## src/bert_pkg.sv

```systemverilog
// Purpose: Shared constants and types for the bit error-rate tester
// Assumes: One clock; line bits advance on a one-cycle bit enable
// Notes: Register offsets are byte addresses on a 32-bit AXI4-Lite bus
//
// Overview of operation
// - PRBS/QRSS: shift 32 line bits into generator, then 32 matches give sync
// - In sync, six or more mismatches within a 64-bit window restart sync
// - A configuration bit disables automatic re-synchronization
// - Repetitive mode: search every bit position, then 32 matches give sync
// - Out-of-sync flag is high exactly while the state is not sync
// - Each bit compared; mismatch counts error and bit, match counts bit only
// - Bit and error counters hold while out of sync
// - Transmit generator is 32-bit shift register, feedback enters bit 1, is output
// - PRBS feedback is bit n xor bit y; repetitive feedback is bit n
// - QRSS feedback is bits 17 xor 20; output forced one after 14 zeros
// - PRBS/QRSS feedback forced one when bits 1 to 31 are zero
// - Pattern load presets the transmit generator with the seed first
// - Periodic error insertion at one per ten-to-the-n bits, n 1 to 7 or off
// - Single errors from register write or manual pin, source selectable
// - Optional inversion of the outgoing pattern stream
// - Patterns load on zero-to-one transitions of the load bits
// - Snapshot request copies counters to readable registers and clears them
// - Error-seen flag is one while the error counter is nonzero
package bert_pkg;
  localparam int ADDR_W = 8;
  // ----------------------------------------
  // Register offsets
  // ----------------------------------------
  localparam logic [7:0] OFS_CTRL = 8'h00;
  localparam logic [7:0] OFS_CFG = 8'h04;
  localparam logic [7:0] OFS_SEED = 8'h08;
  localparam logic [7:0] OFS_STAT = 8'h0C;
  localparam logic [7:0] OFS_BITS = 8'h10;
  localparam logic [7:0] OFS_ERRS = 8'h14;
  // ----------------------------------------
  // Field positions
  // ----------------------------------------
  localparam int CTL_TXLD = 0;
  localparam int CTL_RXLD = 1;
  localparam int CTL_SNAP = 2;
  localparam int CTL_SERR = 3;
  localparam int CFG_LEN = 0;
  localparam int CFG_TAP = 8;
  localparam int CFG_REP = 16;
  localparam int CFG_QRSS = 17;
  localparam int CFG_NORS = 18;
  localparam int CFG_INV = 19;
  localparam int CFG_PIN = 20;
  localparam int CFG_RATE = 21;
  localparam int ST_OOS = 0;
  localparam int ST_ERR = 1;
  // ----------------------------------------
  // Reset values and counts
  // ----------------------------------------
  localparam logic [31:0] CFG_RST = 32'h0000_0000;
  localparam logic [31:0] SEED_RST = 32'hFFFF_FFFF;
  localparam logic [5:0] SYNC_BITS = 6'h1F;
  localparam logic [5:0] WIN_LAST = 6'h3F;
  localparam logic [5:0] ERR_LIMIT = 6'h06;
  localparam logic [1:0] RESP_OK = 2'h0;
  localparam logic [1:0] RESP_ERR = 2'h2;

  typedef enum logic [1:0] {
    ST_LOAD = 2'b00,
    ST_CHECK = 2'b01,
    ST_SYNC = 2'b11,
    ST_SEARCH = 2'b10
  } bert_state_t;

  typedef struct packed {
    logic [7:0] awaddr;
    logic awvalid;
    logic [31:0] wdata;
    logic [3:0] wstrb;
    logic wvalid;
    logic bready;
    logic [7:0] araddr;
    logic arvalid;
    logic rready;
  } bert_axi_req_t;

  typedef struct packed {
    logic awready;
    logic wready;
    logic [1:0] bresp;
    logic bvalid;
    logic arready;
    logic [31:0] rdata;
    logic [1:0] rresp;
    logic rvalid;
  } bert_axi_rsp_t;

  // Bits between periodic errors, ten to the n
  function automatic logic [23:0] bert_decade(input logic [2:0] n);
    case (n)
      3'd1: bert_decade = 24'd10;
      3'd2: bert_decade = 24'd100;
      3'd3: bert_decade = 24'd1000;
      3'd4: bert_decade = 24'd10000;
      3'd5: bert_decade = 24'd100000;
      3'd6: bert_decade = 24'd1000000;
      default: bert_decade = 24'd10000000;
    endcase
  endfunction
endpackage

```

## src/bert_top.sv

```systemverilog
// Purpose: Bit error-rate tester: pattern generator, error insertion, receive monitor
// Assumes: line_bit_en marks each line bit; rx_line_data is on sys_clk
// Notes: Manual error pin is asynchronous and is synchronised here
`timescale 1ns/1ps
module bert_top (
  input wire logic sys_clk,
  input wire logic rst,
  input wire bert_pkg::bert_axi_req_t axi_req,
  output bert_pkg::bert_axi_rsp_t axi_rsp,
  input wire logic line_bit_en,
  input wire logic rx_line_data,
  input wire logic manual_error_insert_input,
  output logic tx_line_data,
  output logic out_of_sync_flag,
  output logic error_seen_flag
);
  // ----------------------------------------
  // Register file and AXI4-Lite slave
  // ----------------------------------------
  logic [31:0] ctrl, cfg, seed, bits_held, errs_held, rdata;
  logic [31:0] next_ctrl, next_cfg, next_seed, wval;
  logic aw_got, w_got, bvalid, rvalid, next_aw_got, next_w_got, next_bvalid, next_rvalid;
  logic [7:0] awaddr, next_awaddr;
  logic [31:0] wdata, next_wdata, next_rdata;
  logic [3:0] wstrb, next_wstrb;
  logic [1:0] bresp, rresp, next_bresp, next_rresp;
  logic do_wr, tx_load, rx_load, snap, sw_err;
  logic [31:0] bit_cnt, err_cnt;

  assign do_wr = aw_got && w_got && !bvalid;
  assign axi_rsp.awready = !aw_got;
  assign axi_rsp.wready = !w_got;
  assign axi_rsp.bvalid = bvalid;
  assign axi_rsp.bresp = bresp;
  assign axi_rsp.arready = !rvalid;
  assign axi_rsp.rvalid = rvalid;
  assign axi_rsp.rdata = rdata;
  assign axi_rsp.rresp = rresp;

  // Byte-lane merge helper
  function automatic logic [31:0] merge(input logic [31:0] o, input logic [31:0] d,
                                        input logic [3:0] s);
    for (int i = 0; i < 4; i++) begin
      merge[8*i +: 8] = s[i] ? d[8*i +: 8] : o[8*i +: 8];
    end
  endfunction

  // Rising edges of the control bits act as strobes
  assign wval = merge(ctrl, wdata, wstrb);
  assign tx_load = do_wr && awaddr == bert_pkg::OFS_CTRL && wval[bert_pkg::CTL_TXLD]
    && !ctrl[bert_pkg::CTL_TXLD];
  assign rx_load = do_wr && awaddr == bert_pkg::OFS_CTRL && wval[bert_pkg::CTL_RXLD]
    && !ctrl[bert_pkg::CTL_RXLD];
  assign snap = do_wr && awaddr == bert_pkg::OFS_CTRL && wval[bert_pkg::CTL_SNAP]
    && !ctrl[bert_pkg::CTL_SNAP];
  assign sw_err = do_wr && awaddr == bert_pkg::OFS_CTRL && wval[bert_pkg::CTL_SERR]
    && !ctrl[bert_pkg::CTL_SERR];

  // Bus next-state
  always_comb begin
    next_aw_got = aw_got;
    next_w_got = w_got;
    next_awaddr = awaddr;
    next_wdata = wdata;
    next_wstrb = wstrb;
    next_bvalid = bvalid;
    next_bresp = bresp;
    next_rvalid = rvalid;
    next_rdata = rdata;
    next_rresp = rresp;
    next_ctrl = ctrl;
    next_cfg = cfg;
    next_seed = seed;
    if (axi_req.awvalid && !aw_got) begin
      next_aw_got = 1'b1;
      next_awaddr = axi_req.awaddr;
    end
    if (axi_req.wvalid && !w_got) begin
      next_w_got = 1'b1;
      next_wdata = axi_req.wdata;
      next_wstrb = axi_req.wstrb;
    end
    if (do_wr) begin
      next_bvalid = 1'b1;
      next_bresp = bert_pkg::RESP_OK;
      case (awaddr)
        bert_pkg::OFS_CTRL: next_ctrl = {28'h000_0000, wval[3:0]};
        bert_pkg::OFS_CFG: next_cfg = merge(cfg, wdata, wstrb);
        bert_pkg::OFS_SEED: next_seed = merge(seed, wdata, wstrb);
        bert_pkg::OFS_STAT, bert_pkg::OFS_BITS, bert_pkg::OFS_ERRS: ;
        default: next_bresp = bert_pkg::RESP_ERR;
      endcase
    end
    if (bvalid && axi_req.bready) begin
      next_bvalid = 1'b0;
      next_aw_got = 1'b0;
      next_w_got = 1'b0;
    end
    if (rvalid && axi_req.rready) begin
      next_rvalid = 1'b0;
    end
    if (axi_req.arvalid && !rvalid) begin
      next_rvalid = 1'b1;
      next_rresp = bert_pkg::RESP_OK;
      case (axi_req.araddr)
        bert_pkg::OFS_CTRL: next_rdata = ctrl;
        bert_pkg::OFS_CFG: next_rdata = cfg;
        bert_pkg::OFS_SEED: next_rdata = seed;
        bert_pkg::OFS_STAT: next_rdata = {30'h0000_0000, error_seen_flag, out_of_sync_flag};
        bert_pkg::OFS_BITS: next_rdata = bits_held;
        bert_pkg::OFS_ERRS: next_rdata = errs_held;
        default: begin
          next_rdata = 32'h0000_0000;
          next_rresp = bert_pkg::RESP_ERR;
        end
      endcase
    end
  end

  // Bus registers
  always_ff @(posedge sys_clk or posedge rst) begin
    if (rst) begin
      aw_got <= 1'b0;
      w_got <= 1'b0;
      awaddr <= 8'h00;
      wdata <= 32'h0000_0000;
      wstrb <= 4'h0;
      bvalid <= 1'b0;
      bresp <= 2'h0;
      rvalid <= 1'b0;
      rdata <= 32'h0000_0000;
      rresp <= 2'h0;
      ctrl <= 32'h0000_0000;
      cfg <= bert_pkg::CFG_RST;
      seed <= bert_pkg::SEED_RST;
    end else begin
      aw_got <= next_aw_got;
      w_got <= next_w_got;
      awaddr <= next_awaddr;
      wdata <= next_wdata;
      wstrb <= next_wstrb;
      bvalid <= next_bvalid;
      bresp <= next_bresp;
      rvalid <= next_rvalid;
      rdata <= next_rdata;
      rresp <= next_rresp;
      ctrl <= next_ctrl;
      cfg <= next_cfg;
      seed <= next_seed;
    end
  end

  // ----------------------------------------
  // Pattern generator feedback
  // ----------------------------------------
  logic [4:0] len, tap;
  logic rep, qrss, no_resync, invert, pin_src;
  logic [2:0] rate;
  assign len = cfg[bert_pkg::CFG_LEN +: 5];
  assign tap = cfg[bert_pkg::CFG_TAP +: 5];
  assign rep = cfg[bert_pkg::CFG_REP];
  assign qrss = cfg[bert_pkg::CFG_QRSS];
  assign no_resync = cfg[bert_pkg::CFG_NORS];
  assign invert = cfg[bert_pkg::CFG_INV];
  assign pin_src = cfg[bert_pkg::CFG_PIN];
  assign rate = cfg[bert_pkg::CFG_RATE +: 3];

  // Feedback shared by both generators
  function automatic logic gen_fb(input logic [31:0] sr);
    if (rep) begin
      gen_fb = sr[len];
    end else if (!(|sr[30:0])) begin
      gen_fb = 1'b1;
    end else if (qrss) begin
      gen_fb = sr[16] ^ sr[19];
    end else begin
      gen_fb = sr[len] ^ sr[tap];
    end
  endfunction

  // Output is the feedback, QRSS zero run forced high
  function automatic logic gen_out(input logic [31:0] sr);
    gen_out = (qrss && !rep && !(|sr[13:0])) ? 1'b1 : gen_fb(sr);
  endfunction

  // ----------------------------------------
  // Transmit generator and error insertion
  // ----------------------------------------
  logic [31:0] tx_sr, next_tx_sr;
  logic [23:0] rate_cnt, next_rate_cnt;
  logic pin_s1, pin_s2, pin_d, err_pend, next_err_pend, next_tx_data, rate_hit, req;
  assign rate_hit = rate != 3'd0 && rate_cnt == bert_pkg::bert_decade(rate) - 24'd1;
  assign req = pin_src ? (pin_s2 && !pin_d) : sw_err;

  always_comb begin
    next_tx_sr = tx_sr;
    next_rate_cnt = rate_cnt;
    next_tx_data = tx_line_data;
    next_err_pend = err_pend;
    if (tx_load) begin
      next_tx_sr = seed;
    end else if (line_bit_en) begin
      next_tx_sr = {tx_sr[30:0], gen_fb(tx_sr)};
      next_rate_cnt = (rate_hit || rate == 3'd0) ? 24'd0 : rate_cnt + 24'd1;
      next_tx_data = gen_out(tx_sr) ^ err_pend ^ rate_hit ^ invert;
      next_err_pend = 1'b0;
    end
    if (req) begin
      next_err_pend = 1'b1;
    end
  end

  always_ff @(posedge sys_clk or posedge rst) begin
    if (rst) begin
      tx_sr <= 32'h0000_0000;
      rate_cnt <= 24'h00_0000;
      tx_line_data <= 1'b0;
      err_pend <= 1'b0;
      pin_s1 <= 1'b0;
      pin_s2 <= 1'b0;
      pin_d <= 1'b0;
    end else begin
      tx_sr <= next_tx_sr;
      rate_cnt <= next_rate_cnt;
      tx_line_data <= next_tx_data;
      err_pend <= next_err_pend;
      pin_s1 <= manual_error_insert_input;
      pin_s2 <= pin_s1;
      pin_d <= pin_s2;
    end
  end

  // ----------------------------------------
  // Receive synchronizer and monitor
  // ----------------------------------------
  bert_pkg::bert_state_t state, next_state;
  logic [31:0] rx_sr, next_rx_sr, mask, next_bit_cnt, next_err_cnt, shifted;
  logic [5:0] cnt, next_cnt, win_err, next_win_err;
  logic miss, hit;
  // Receive compare; a process so config changes re-evaluate it
  always_comb begin
    miss = rx_line_data != gen_out(rx_sr);
  end
  assign shifted = {rx_sr[30:0], rx_line_data};
  assign mask = 32'hFFFF_FFFF >> (5'd31 - len);
  assign hit = (shifted & mask) == (seed & mask);
  assign out_of_sync_flag = state != bert_pkg::ST_SYNC;
  assign error_seen_flag = err_cnt != 32'h0000_0000;

  always_comb begin
    next_state = state;
    next_rx_sr = rx_sr;
    next_cnt = cnt;
    next_win_err = win_err;
    next_bit_cnt = snap ? 32'h0000_0000 : bit_cnt;
    next_err_cnt = snap ? 32'h0000_0000 : err_cnt;
    if (rx_load) begin
      next_state = rep ? bert_pkg::ST_SEARCH : bert_pkg::ST_LOAD;
      next_cnt = 6'd0;
    end else if (line_bit_en) begin
      case (state)
        bert_pkg::ST_LOAD: begin
          next_rx_sr = shifted;
          next_cnt = cnt + 6'd1;
          if (cnt == bert_pkg::SYNC_BITS) begin
            next_state = bert_pkg::ST_CHECK;
            next_cnt = 6'd0;
          end
        end
        bert_pkg::ST_SEARCH: begin
          next_rx_sr = shifted;
          next_cnt = 6'd0;
          if (hit) begin
            next_state = bert_pkg::ST_CHECK;
          end
        end
        bert_pkg::ST_CHECK: begin
          next_rx_sr = {rx_sr[30:0], gen_fb(rx_sr)};
          next_cnt = cnt + 6'd1;
          if (miss) begin
            next_state = rep ? bert_pkg::ST_SEARCH : bert_pkg::ST_LOAD;
            next_cnt = 6'd0;
          end else if (cnt == bert_pkg::SYNC_BITS) begin
            next_state = bert_pkg::ST_SYNC;
            next_cnt = 6'd0;
            next_win_err = 6'd0;
          end
        end
        bert_pkg::ST_SYNC: begin
          next_rx_sr = {rx_sr[30:0], gen_fb(rx_sr)};
          next_cnt = cnt + 6'd1;
          next_win_err = (cnt == bert_pkg::WIN_LAST) ? 6'd0 : win_err + {5'd0, miss};
          next_bit_cnt = next_bit_cnt + 32'd1;
          next_err_cnt = next_err_cnt + {31'd0, miss};
          if (!no_resync && win_err + {5'd0, miss} >= bert_pkg::ERR_LIMIT) begin
            next_state = rep ? bert_pkg::ST_SEARCH : bert_pkg::ST_LOAD;
            next_cnt = 6'd0;
          end
        end
        default: next_state = bert_pkg::ST_LOAD;
      endcase
    end
  end

  always_ff @(posedge sys_clk or posedge rst) begin
    if (rst) begin
      state <= bert_pkg::ST_LOAD;
      rx_sr <= 32'h0000_0000;
      cnt <= 6'd0;
      win_err <= 6'd0;
      bit_cnt <= 32'h0000_0000;
      err_cnt <= 32'h0000_0000;
      bits_held <= 32'h0000_0000;
      errs_held <= 32'h0000_0000;
    end else begin
      state <= next_state;
      rx_sr <= next_rx_sr;
      cnt <= next_cnt;
      win_err <= next_win_err;
      bit_cnt <= next_bit_cnt;
      err_cnt <= next_err_cnt;
      if (snap) begin
        bits_held <= bit_cnt;
        errs_held <= err_cnt;
      end
    end
  end
endmodule // bert_top

```

## config.mk

```make
export PLATFORM = sky130hd
export DESIGN_NAME = bert_top
export DESIGN_NICKNAME = d
export VERILOG_FILES = /design/src/bert_pkg.sv /design/src/bert_top.sv
export SDC_FILE = /design/constraint.sdc
export NUM_CORES = 1
export LEC_CHECK = 0
export ABC_AREA = 1
export BUFFER_PORTS_ARGS = -buffer_cell sky130_fd_sc_hd__buf_2
export CAP_MARGIN = 20
export CORE_MARGIN = 5
export CORE_UTILIZATION = 62
export DETAILED_ROUTE_END_ITERATION = 10
export PLACE_DENSITY = 0.89
export SLEW_MARGIN = 40
export SYNTH_ARGS = -nofsm -noshare
export SYNTH_HDL_FRONTEND = slang
export SYNTH_SLANG_ARGS = --single-unit
```

## constraint.sdc

```tcl
create_clock -name sys_clk -period 28.8 [get_ports sys_clk]
set_clock_uncertainty 0.1 [all_clocks]
set_input_delay 5.76 -clock sys_clk [delete_from_list [all_inputs] [get_ports sys_clk]]
set_output_delay 5.76 -clock sys_clk [all_outputs]
set_load 0.005 [all_outputs]
```

# Word-level counts from Yosys, hierarchy flattened

Index checks and enable logic that the tools add are counted.

Logic and storage cells: 226
Register bits after elaboration: 387

Shift-type cells: 1
Bitwise operators: 11
$add $sub $neg: 7
Reduce and logical (&&, ||, !) cells: 72
Equal/unequal tests: 32
Multiplexer cells: 66
$lt $le $gt $ge: 3

Operator list:

| operator                | count |
|---|---|
| $mux W32                | 10 |
| $pmux W32 S6            | 1 |
| $pmux W24 S6            | 1 |
| $and A32 B32 Y32        | 2 |
| $pmux W32 S2            | 1 |
| $reduce_or A31 Y1       | 2 |
| $mux W6                 | 8 |
| $add A32 B1 Y32         | 1 |
| $add A32 B1 Y32 const B | 1 |
| $eq A32 B32 Y1          | 1 |
| $eq A8 B4 Y1 const B    | 4 |
| $eq A8 B5 Y1 const B    | 4 |
| $reduce_bool A32 Y1     | 1 |
| $shr A32 B5 Y32 const A | 1 |
| $reduce_or A14 Y1       | 2 |
| $mux W1                 | 26 |
| $add A24 B1 Y24 const B | 1 |
| $eq A24 B24 Y1          | 1 |
| $mux W24                | 1 |
| $pmux W6 S4             | 1 |
| $reduce_and A3 Y1       | 8 |
| $sub A24 B1 Y24 const B | 1 |
| $logic_and A1 B1 Y1     | 22 |
| $bmux W1 S5             | 4 |
| other kinds (35)        | 87 |

# Depth between registers and ports, before layout

Depth after elaboration: 15
Depth in mapped cells: 34

# Worst setup path before layout

OpenSTA, ideal clock, no wires.

Path type: in2reg
Start point: input rx_line_data
End point: register state[0]
Stages: 19
Slack: 21149 ps
Data arrival time: 7438 ps
Library setup time: 113 ps
Required time: 28587 ps
Buffers on the path: 0
Cell sequence: inv_1 -> nand2_2 -> nand2_1 -> ha_1 -> ha_1 -> xnor2_1 -> inv_1 -> nand2_1 -> nand2_1 -> nor3_1 -> nor2_1 -> nor2_1 -> inv_1 -> a21oi_1 -> a21oi_1 -> nand2_1 -> nand2_1 -> nand2_1 -> inv_1

Cells in the longest elaborated chain, start to end: 6
Elaborated cells between the ends (all ways): 14
Classes of those cells: add/sub (1); order compare (1); eq/ne (5); mux (4); bitwise (1); reduce/logical (2)

RTL lines:

| element                            | line            | source |
|---|---|---|
| start, declared                    | bert_top.sv:11  | `input wire logic rx_line_data,` |
| $ne A1 B1 Y1                       | bert_top.sv:242 | `miss = rx_line_data != gen_out(rx_sr);` |
| $add A6 B1 Y6                      | bert_top.sv:295 | `if (!no_resync && win_err + {5'd0, miss} >= bert_pkg::ERR_LIMIT) begin` |
| $ge A6 B3 Y1                       | bert_top.sv:295 |  |
| $logic_and A1 B1 Y1                | bert_top.sv:295 |  |
| $ne A3 B3 Y1 (no source line)      | n/a             |  |
| $reduce_and A5 Y1 (no source line) | n/a             |  |
| end signal, assigned               | bert_top.sv:307 | `state <= bert_pkg::ST_LOAD;` |
| end signal, assigned               | bert_top.sv:316 | `state <= next_state;` |
| end, declared                      | bert_top.sv:236 | `bert_pkg::bert_state_t state, next_state;` |

Parallel ways exist; a longest one is shown, timed or not. The select of a mux whose other input is x is not followed.
A chain may end at the register's enable or synchronous reset.

# Worst setup path after layout

Start point: register err_cnt[20]
End point: output error_seen_flag

Cells in the longest elaborated chain, start to end: 1

RTL lines:

| element                | line            | source |
|---|---|---|
| start, declared        | bert_top.sv:28  | `logic [31:0] bit_cnt, err_cnt;` |
| start signal, assigned | bert_top.sv:321 | `err_cnt <= next_err_cnt;` |
| $reduce_bool A32 Y1    | bert_top.sv:248 | `assign error_seen_flag = err_cnt != 32'h0000_0000;` |
| end, declared          | bert_top.sv:15  | `output logic error_seen_flag` |

Every way passes these cells.

==> qor.log <==
qor: global_route.grt_pass1_vias 18000
qor: routing.firstDrtPassIters 8
qor: timing.timing_hold_violations_final 0
qor: clock_tree.clock_latency 0.57 ns
qor: timing.grt_setup_unrepaired no
qor: clock_tree.cts.htree.levels 2
qor: power.leakage_power_of_the_design 11.0 nW
qor: critical_path.timing.reg2reg.worst_path_depth 31
qor: final_layout.synthToLayoutAreaGrowth 11.2%
qor: floorplan.starting_density_of_the_core 62.3%
qor: routing.drt_iter0_drc 2358
qor: critical_path.crit_end error_seen_flag
qor: placement.dpl.cell_count 2964
qor: critical_path.timing.critical_path.from_type flip-flop
qor: timing.final-max-slew-violation-count 0
qor: power.p_per_area 81.1 nW/um^2
qor: power.power.ir.vdd_worst 0.0657 mV
qor: critical_path.critPathMaxFanout 3
qor: clock_tree.clk_path_buf_depth 3
qor: clock_tree.cts_made_buffers 42
qor: timing.tightestPinTransition 0.869 ns
qor: routing.ant_nets 0
qor: critical_path.reg2reg_slack 23.41 ns
qor: global_route.global_routing_usage_summed_across_all_routing_layers 33.8%
qor: final_layout.drive_gt1_share 10.9%
qor: critical_path.worstPathArrival 2.32 ns
qor: timing.tns 0 ns
qor: critical_path.cpMaxStageDelayCell sky130_fd_sc_hd__or4_1
qor: timing.post-route-period-util 28.4%
qor: critical_path.worstReg2RegEnd state[1]$_DFFE_PP0P_
qor: final_layout.final_net_count 2636
qor: timing.finalWorstPathRequiredPeriod 8.18 ns
qor: final_layout.layout_commonest_cell sky130_fd_sc_hd__nand2_1
qor: yosys.synthesis.yosys.warnings 0
qor: floorplan.floorplan.die.width 190 microns
qor: final_layout.antennaDiodeCount 0
qor: global_route.wire_length_of_the_first_global_routing_pass 97200 microns
qor: timing.setup_viol 0
qor: routing.post_drt_wl_per_cell 20.1 microns
qor: clock_tree.postCtsSetupRepairBufs 0
qor: critical_path.worstSetupEndpointType primary output
qor: yosys.postSynthAreaPerCell 8.02 sq um
qor: yosys.synthesis.area 20100 sq um
qor: routing.vias 18400
qor: clock_tree.worst_setup_hold_path_clk_slew 0.06 ns
qor: yosys.number_of_enable_flip_flop_cells_after_synthesis 0
qor: floorplan.dieArea 36200 sq um
qor: yosys.async_flop_share 100%
qor: clock_tree.cts.sinks 385
qor: clock_tree.clock_tree.root_cell sky130_fd_sc_hd__clkbuf_16
qor: clock_tree.post_cts_resize_count 0
qor: critical_path.path_class reg2out
qor: global_route.antenna_found_initial 0
qor: final_layout.post-route-util 69.3%
qor: floorplan.boundaryPins 106
qor: power.report.power.total 1.82 mW
qor: critical_path.critical-path-max-stage-delay 0.63 ns
qor: routing.drc_errors 0
qor: floorplan.core_area 32300 sq um
qor: timing.slew-limit-headroom 42.0%
qor: outcome.result_of_the_run completed
qor: timing.max_freq 122 MHz
qor: yosys.ys_seq_area_share 48.1%
qor: yosys.synth_top_flop_cell sky130_fd_sc_hd__dfrtp_1
qor: placement.detailedPlacementHpwl 43700 microns
qor: placement.place_congestion 1.02
qor: routing.viasPerCell 6.05
qor: clock_tree.cts_tree yes
qor: yosys.post_synth_num_cell_types 60
qor: yosys.postSynthRegisterBits 385
qor: floorplan.die_h 190 microns
qor: global_route.grt_max_degree 115
qor: global_route.gr-total-overflow 0
qor: critical_path.cp_cell_sequence nor4_1, nand3_1, or4_1, buf_2
qor: routing.totalWireLength 61100 microns
qor: floorplan.std_cell_rows 66
qor: critical_path.critical_path_start err_cnt[20]$_DFF_PP0_
qor: critical_path.timing.critical_path.required 22.94 ns
qor: final_layout.finish.cell_count_without_fillers 3042
qor: placement.port_buffers 103
qor: clock_tree.cts_hold_buf 0
qor: min_path.min_path_type reg2reg
qor: yosys.post_synth_inst_count 2509
qor: job.cap_viol_max_count 0
qor: final_layout.layout_common_cells sky130_fd_sc_hd__nand2_1, sky130_fd_sc_hd__dfrtp_1, sky130_fd_sc_hd__inv_1
qor: critical_path.worst_r2r_startpoint cfg[9]$_DFFE_PP0P_
[cell families (layout without fill, tap and decap cells)]
logic type / Yosys count / in the layout / synth area share [%]
compound gates: 473 / 473 / 13.5
xor+xnor: 103 / 103 / 4.48
fa+ha+maj: 8 / 8 / 0.497
buf+inv: 403 / 493 / 8.31
flops: 385 / 385 / 48.1
mux: 17 / 17 / 0.951
other cells: 1 / 2 / 0.0186
simple gates: 1119 / 1119 / 24.1
[per-stage QoR]
stage	hold slack, ns	area (sq um)	worst slack, ns
floorplan	0.231	20100	12.29
global placement	0.238	20800	20.46
detailed placement	0.240	20800	20.33
CTS	0.264	22400	20.67
global route	0.286	22400	20.51
finish	0.264	22400	20.62
[layout make-up]
cell class / count / area (sq um)
fill: 2504 / 9920
sequential: 385 / 9670
multi-input combinational: 1722 / 8810
clock buffer: 56 / 1170
inverter: 299 / 1140
timing repair buffer: 116 / 649
tap: 442 / 553
clock inverter: 22 / 374
[state kept, by name, indices dropped and copies added, names as in the netlist, 2 cells and up]
signal,cells
cnt,6
cfg,32
seed,32
wstrb,4
rx_sr,32
state,2
win_err,6
ctrl,4
tx_sr,32
rate_cnt,24
err_cnt,32
bits_held,32
errs_held,32
rdata,32
awaddr,8
bit_cnt,32
wdata,32
[critical path, delay by kind of cell, from the launching register on]
kind	cells	cell delay, ns
buffers and inverters	1	0.18
AND/OR/NAND/NOR	3	1.17
flip-flops	1	0.40
[power by group]
part / internal (mW) / switching [mW]
Sequential: 0.646 / 0.101
Clock: 0.364 / 0.239
Combinational: 0.147 / 0.318
[worst min-delay path by stage]
stage,endpoint,slack [ns],cells past startpoint,startpoint
after CTS,pin_s2$_DFF_PP0_,0.26,0,pin_s1$_DFF_PP0_
after global placement,pin_s2$_DFF_PP0_,0.24,0,pin_s1$_DFF_PP0_
after floorplan,pin_s2$_DFF_PP0_,0.23,0,pin_s1$_DFF_PP0_
after detailed placement,pin_s2$_DFF_PP0_,0.24,0,pin_s1$_DFF_PP0_
final,pin_s2$_DFF_PP0_,0.26,0,pin_s1$_DFF_PP0_
after global routing,pin_s2$_DFF_PP0_,0.29,0,pin_s1$_DFF_PP0_
[cell usage after synthesis, types with 3 or more instances]
library cell,count,area share [%]
sky130_fd_sc_hd__nor2_2,4,0.12
sky130_fd_sc_hd__a221oi_1,11,0.48
sky130_fd_sc_hd__o221ai_1,30,1.3
sky130_fd_sc_hd__nor3b_1,8,0.30
sky130_fd_sc_hd__inv_1,286,5.3
sky130_fd_sc_hd__mux2_2,5,0.28
sky130_fd_sc_hd__a31oi_1,6,0.19
sky130_fd_sc_hd__nand2_1,641,12
sky130_fd_sc_hd__o22ai_1,6,0.19
sky130_fd_sc_hd__nand2_2,11,0.34
sky130_fd_sc_hd__buf_4,12,0.45
sky130_fd_sc_hd__o21ai_0,207,5.1
sky130_fd_sc_hd__a22o_1,11,0.48
sky130_fd_sc_hd__dfrtp_1,353,44
sky130_fd_sc_hd__nor3_2,4,0.20
sky130_fd_sc_hd__o2111ai_1,7,0.30
sky130_fd_sc_hd__xor2_1,75,3.3
sky130_fd_sc_hd__o21ai_2,7,0.30
sky130_fd_sc_hd__o211ai_1,9,0.34
sky130_fd_sc_hd__mux2_1,12,0.67
sky130_fd_sc_hd__ha_1,8,0.50
sky130_fd_sc_hd__inv_2,7,0.13
sky130_fd_sc_hd__nand3_2,6,0.30
sky130_fd_sc_hd__dfstp_2,32,4.2
sky130_fd_sc_hd__nor4_1,22,0.68
sky130_fd_sc_hd__nor2_1,188,3.5
sky130_fd_sc_hd__nor3_4,3,0.24
sky130_fd_sc_hd__buf_2,27,0.67
sky130_fd_sc_hd__o21ai_1,53,1.3
sky130_fd_sc_hd__a21oi_1,108,2.7
sky130_fd_sc_hd__nand4_1,41,1.3
sky130_fd_sc_hd__a41oi_1,3,0.13
sky130_fd_sc_hd__clkinv_1,5,0.093
sky130_fd_sc_hd__clkbuf_1,52,0.97
sky130_fd_sc_hd__nand3b_1,8,0.30
sky130_fd_sc_hd__nor3_1,43,1.1
sky130_fd_sc_hd__xnor2_1,28,1.2
sky130_fd_sc_hd__nand3_1,129,3.2
sky130_fd_sc_hd__a32o_1,5,0.25
sky130_fd_sc_hd__buf_6,10,0.56
[per-layer routing]
metal | share of wire [%] | global-route usage [%] | routed length (microns) | vias up
li1 | - | - | - | 8355
met1 | 38 | 44.1 | 22900 | 8731
met2 | 47 | 54.9 | 28500 | 1063
met3 | 9.5 | 5.71 | 5800 | 263
met4 | 6.3 | 17.5 | 3830 | 0
met5 | 0 | 0 | 0 | -
Power figures use the tool's default switching activity.
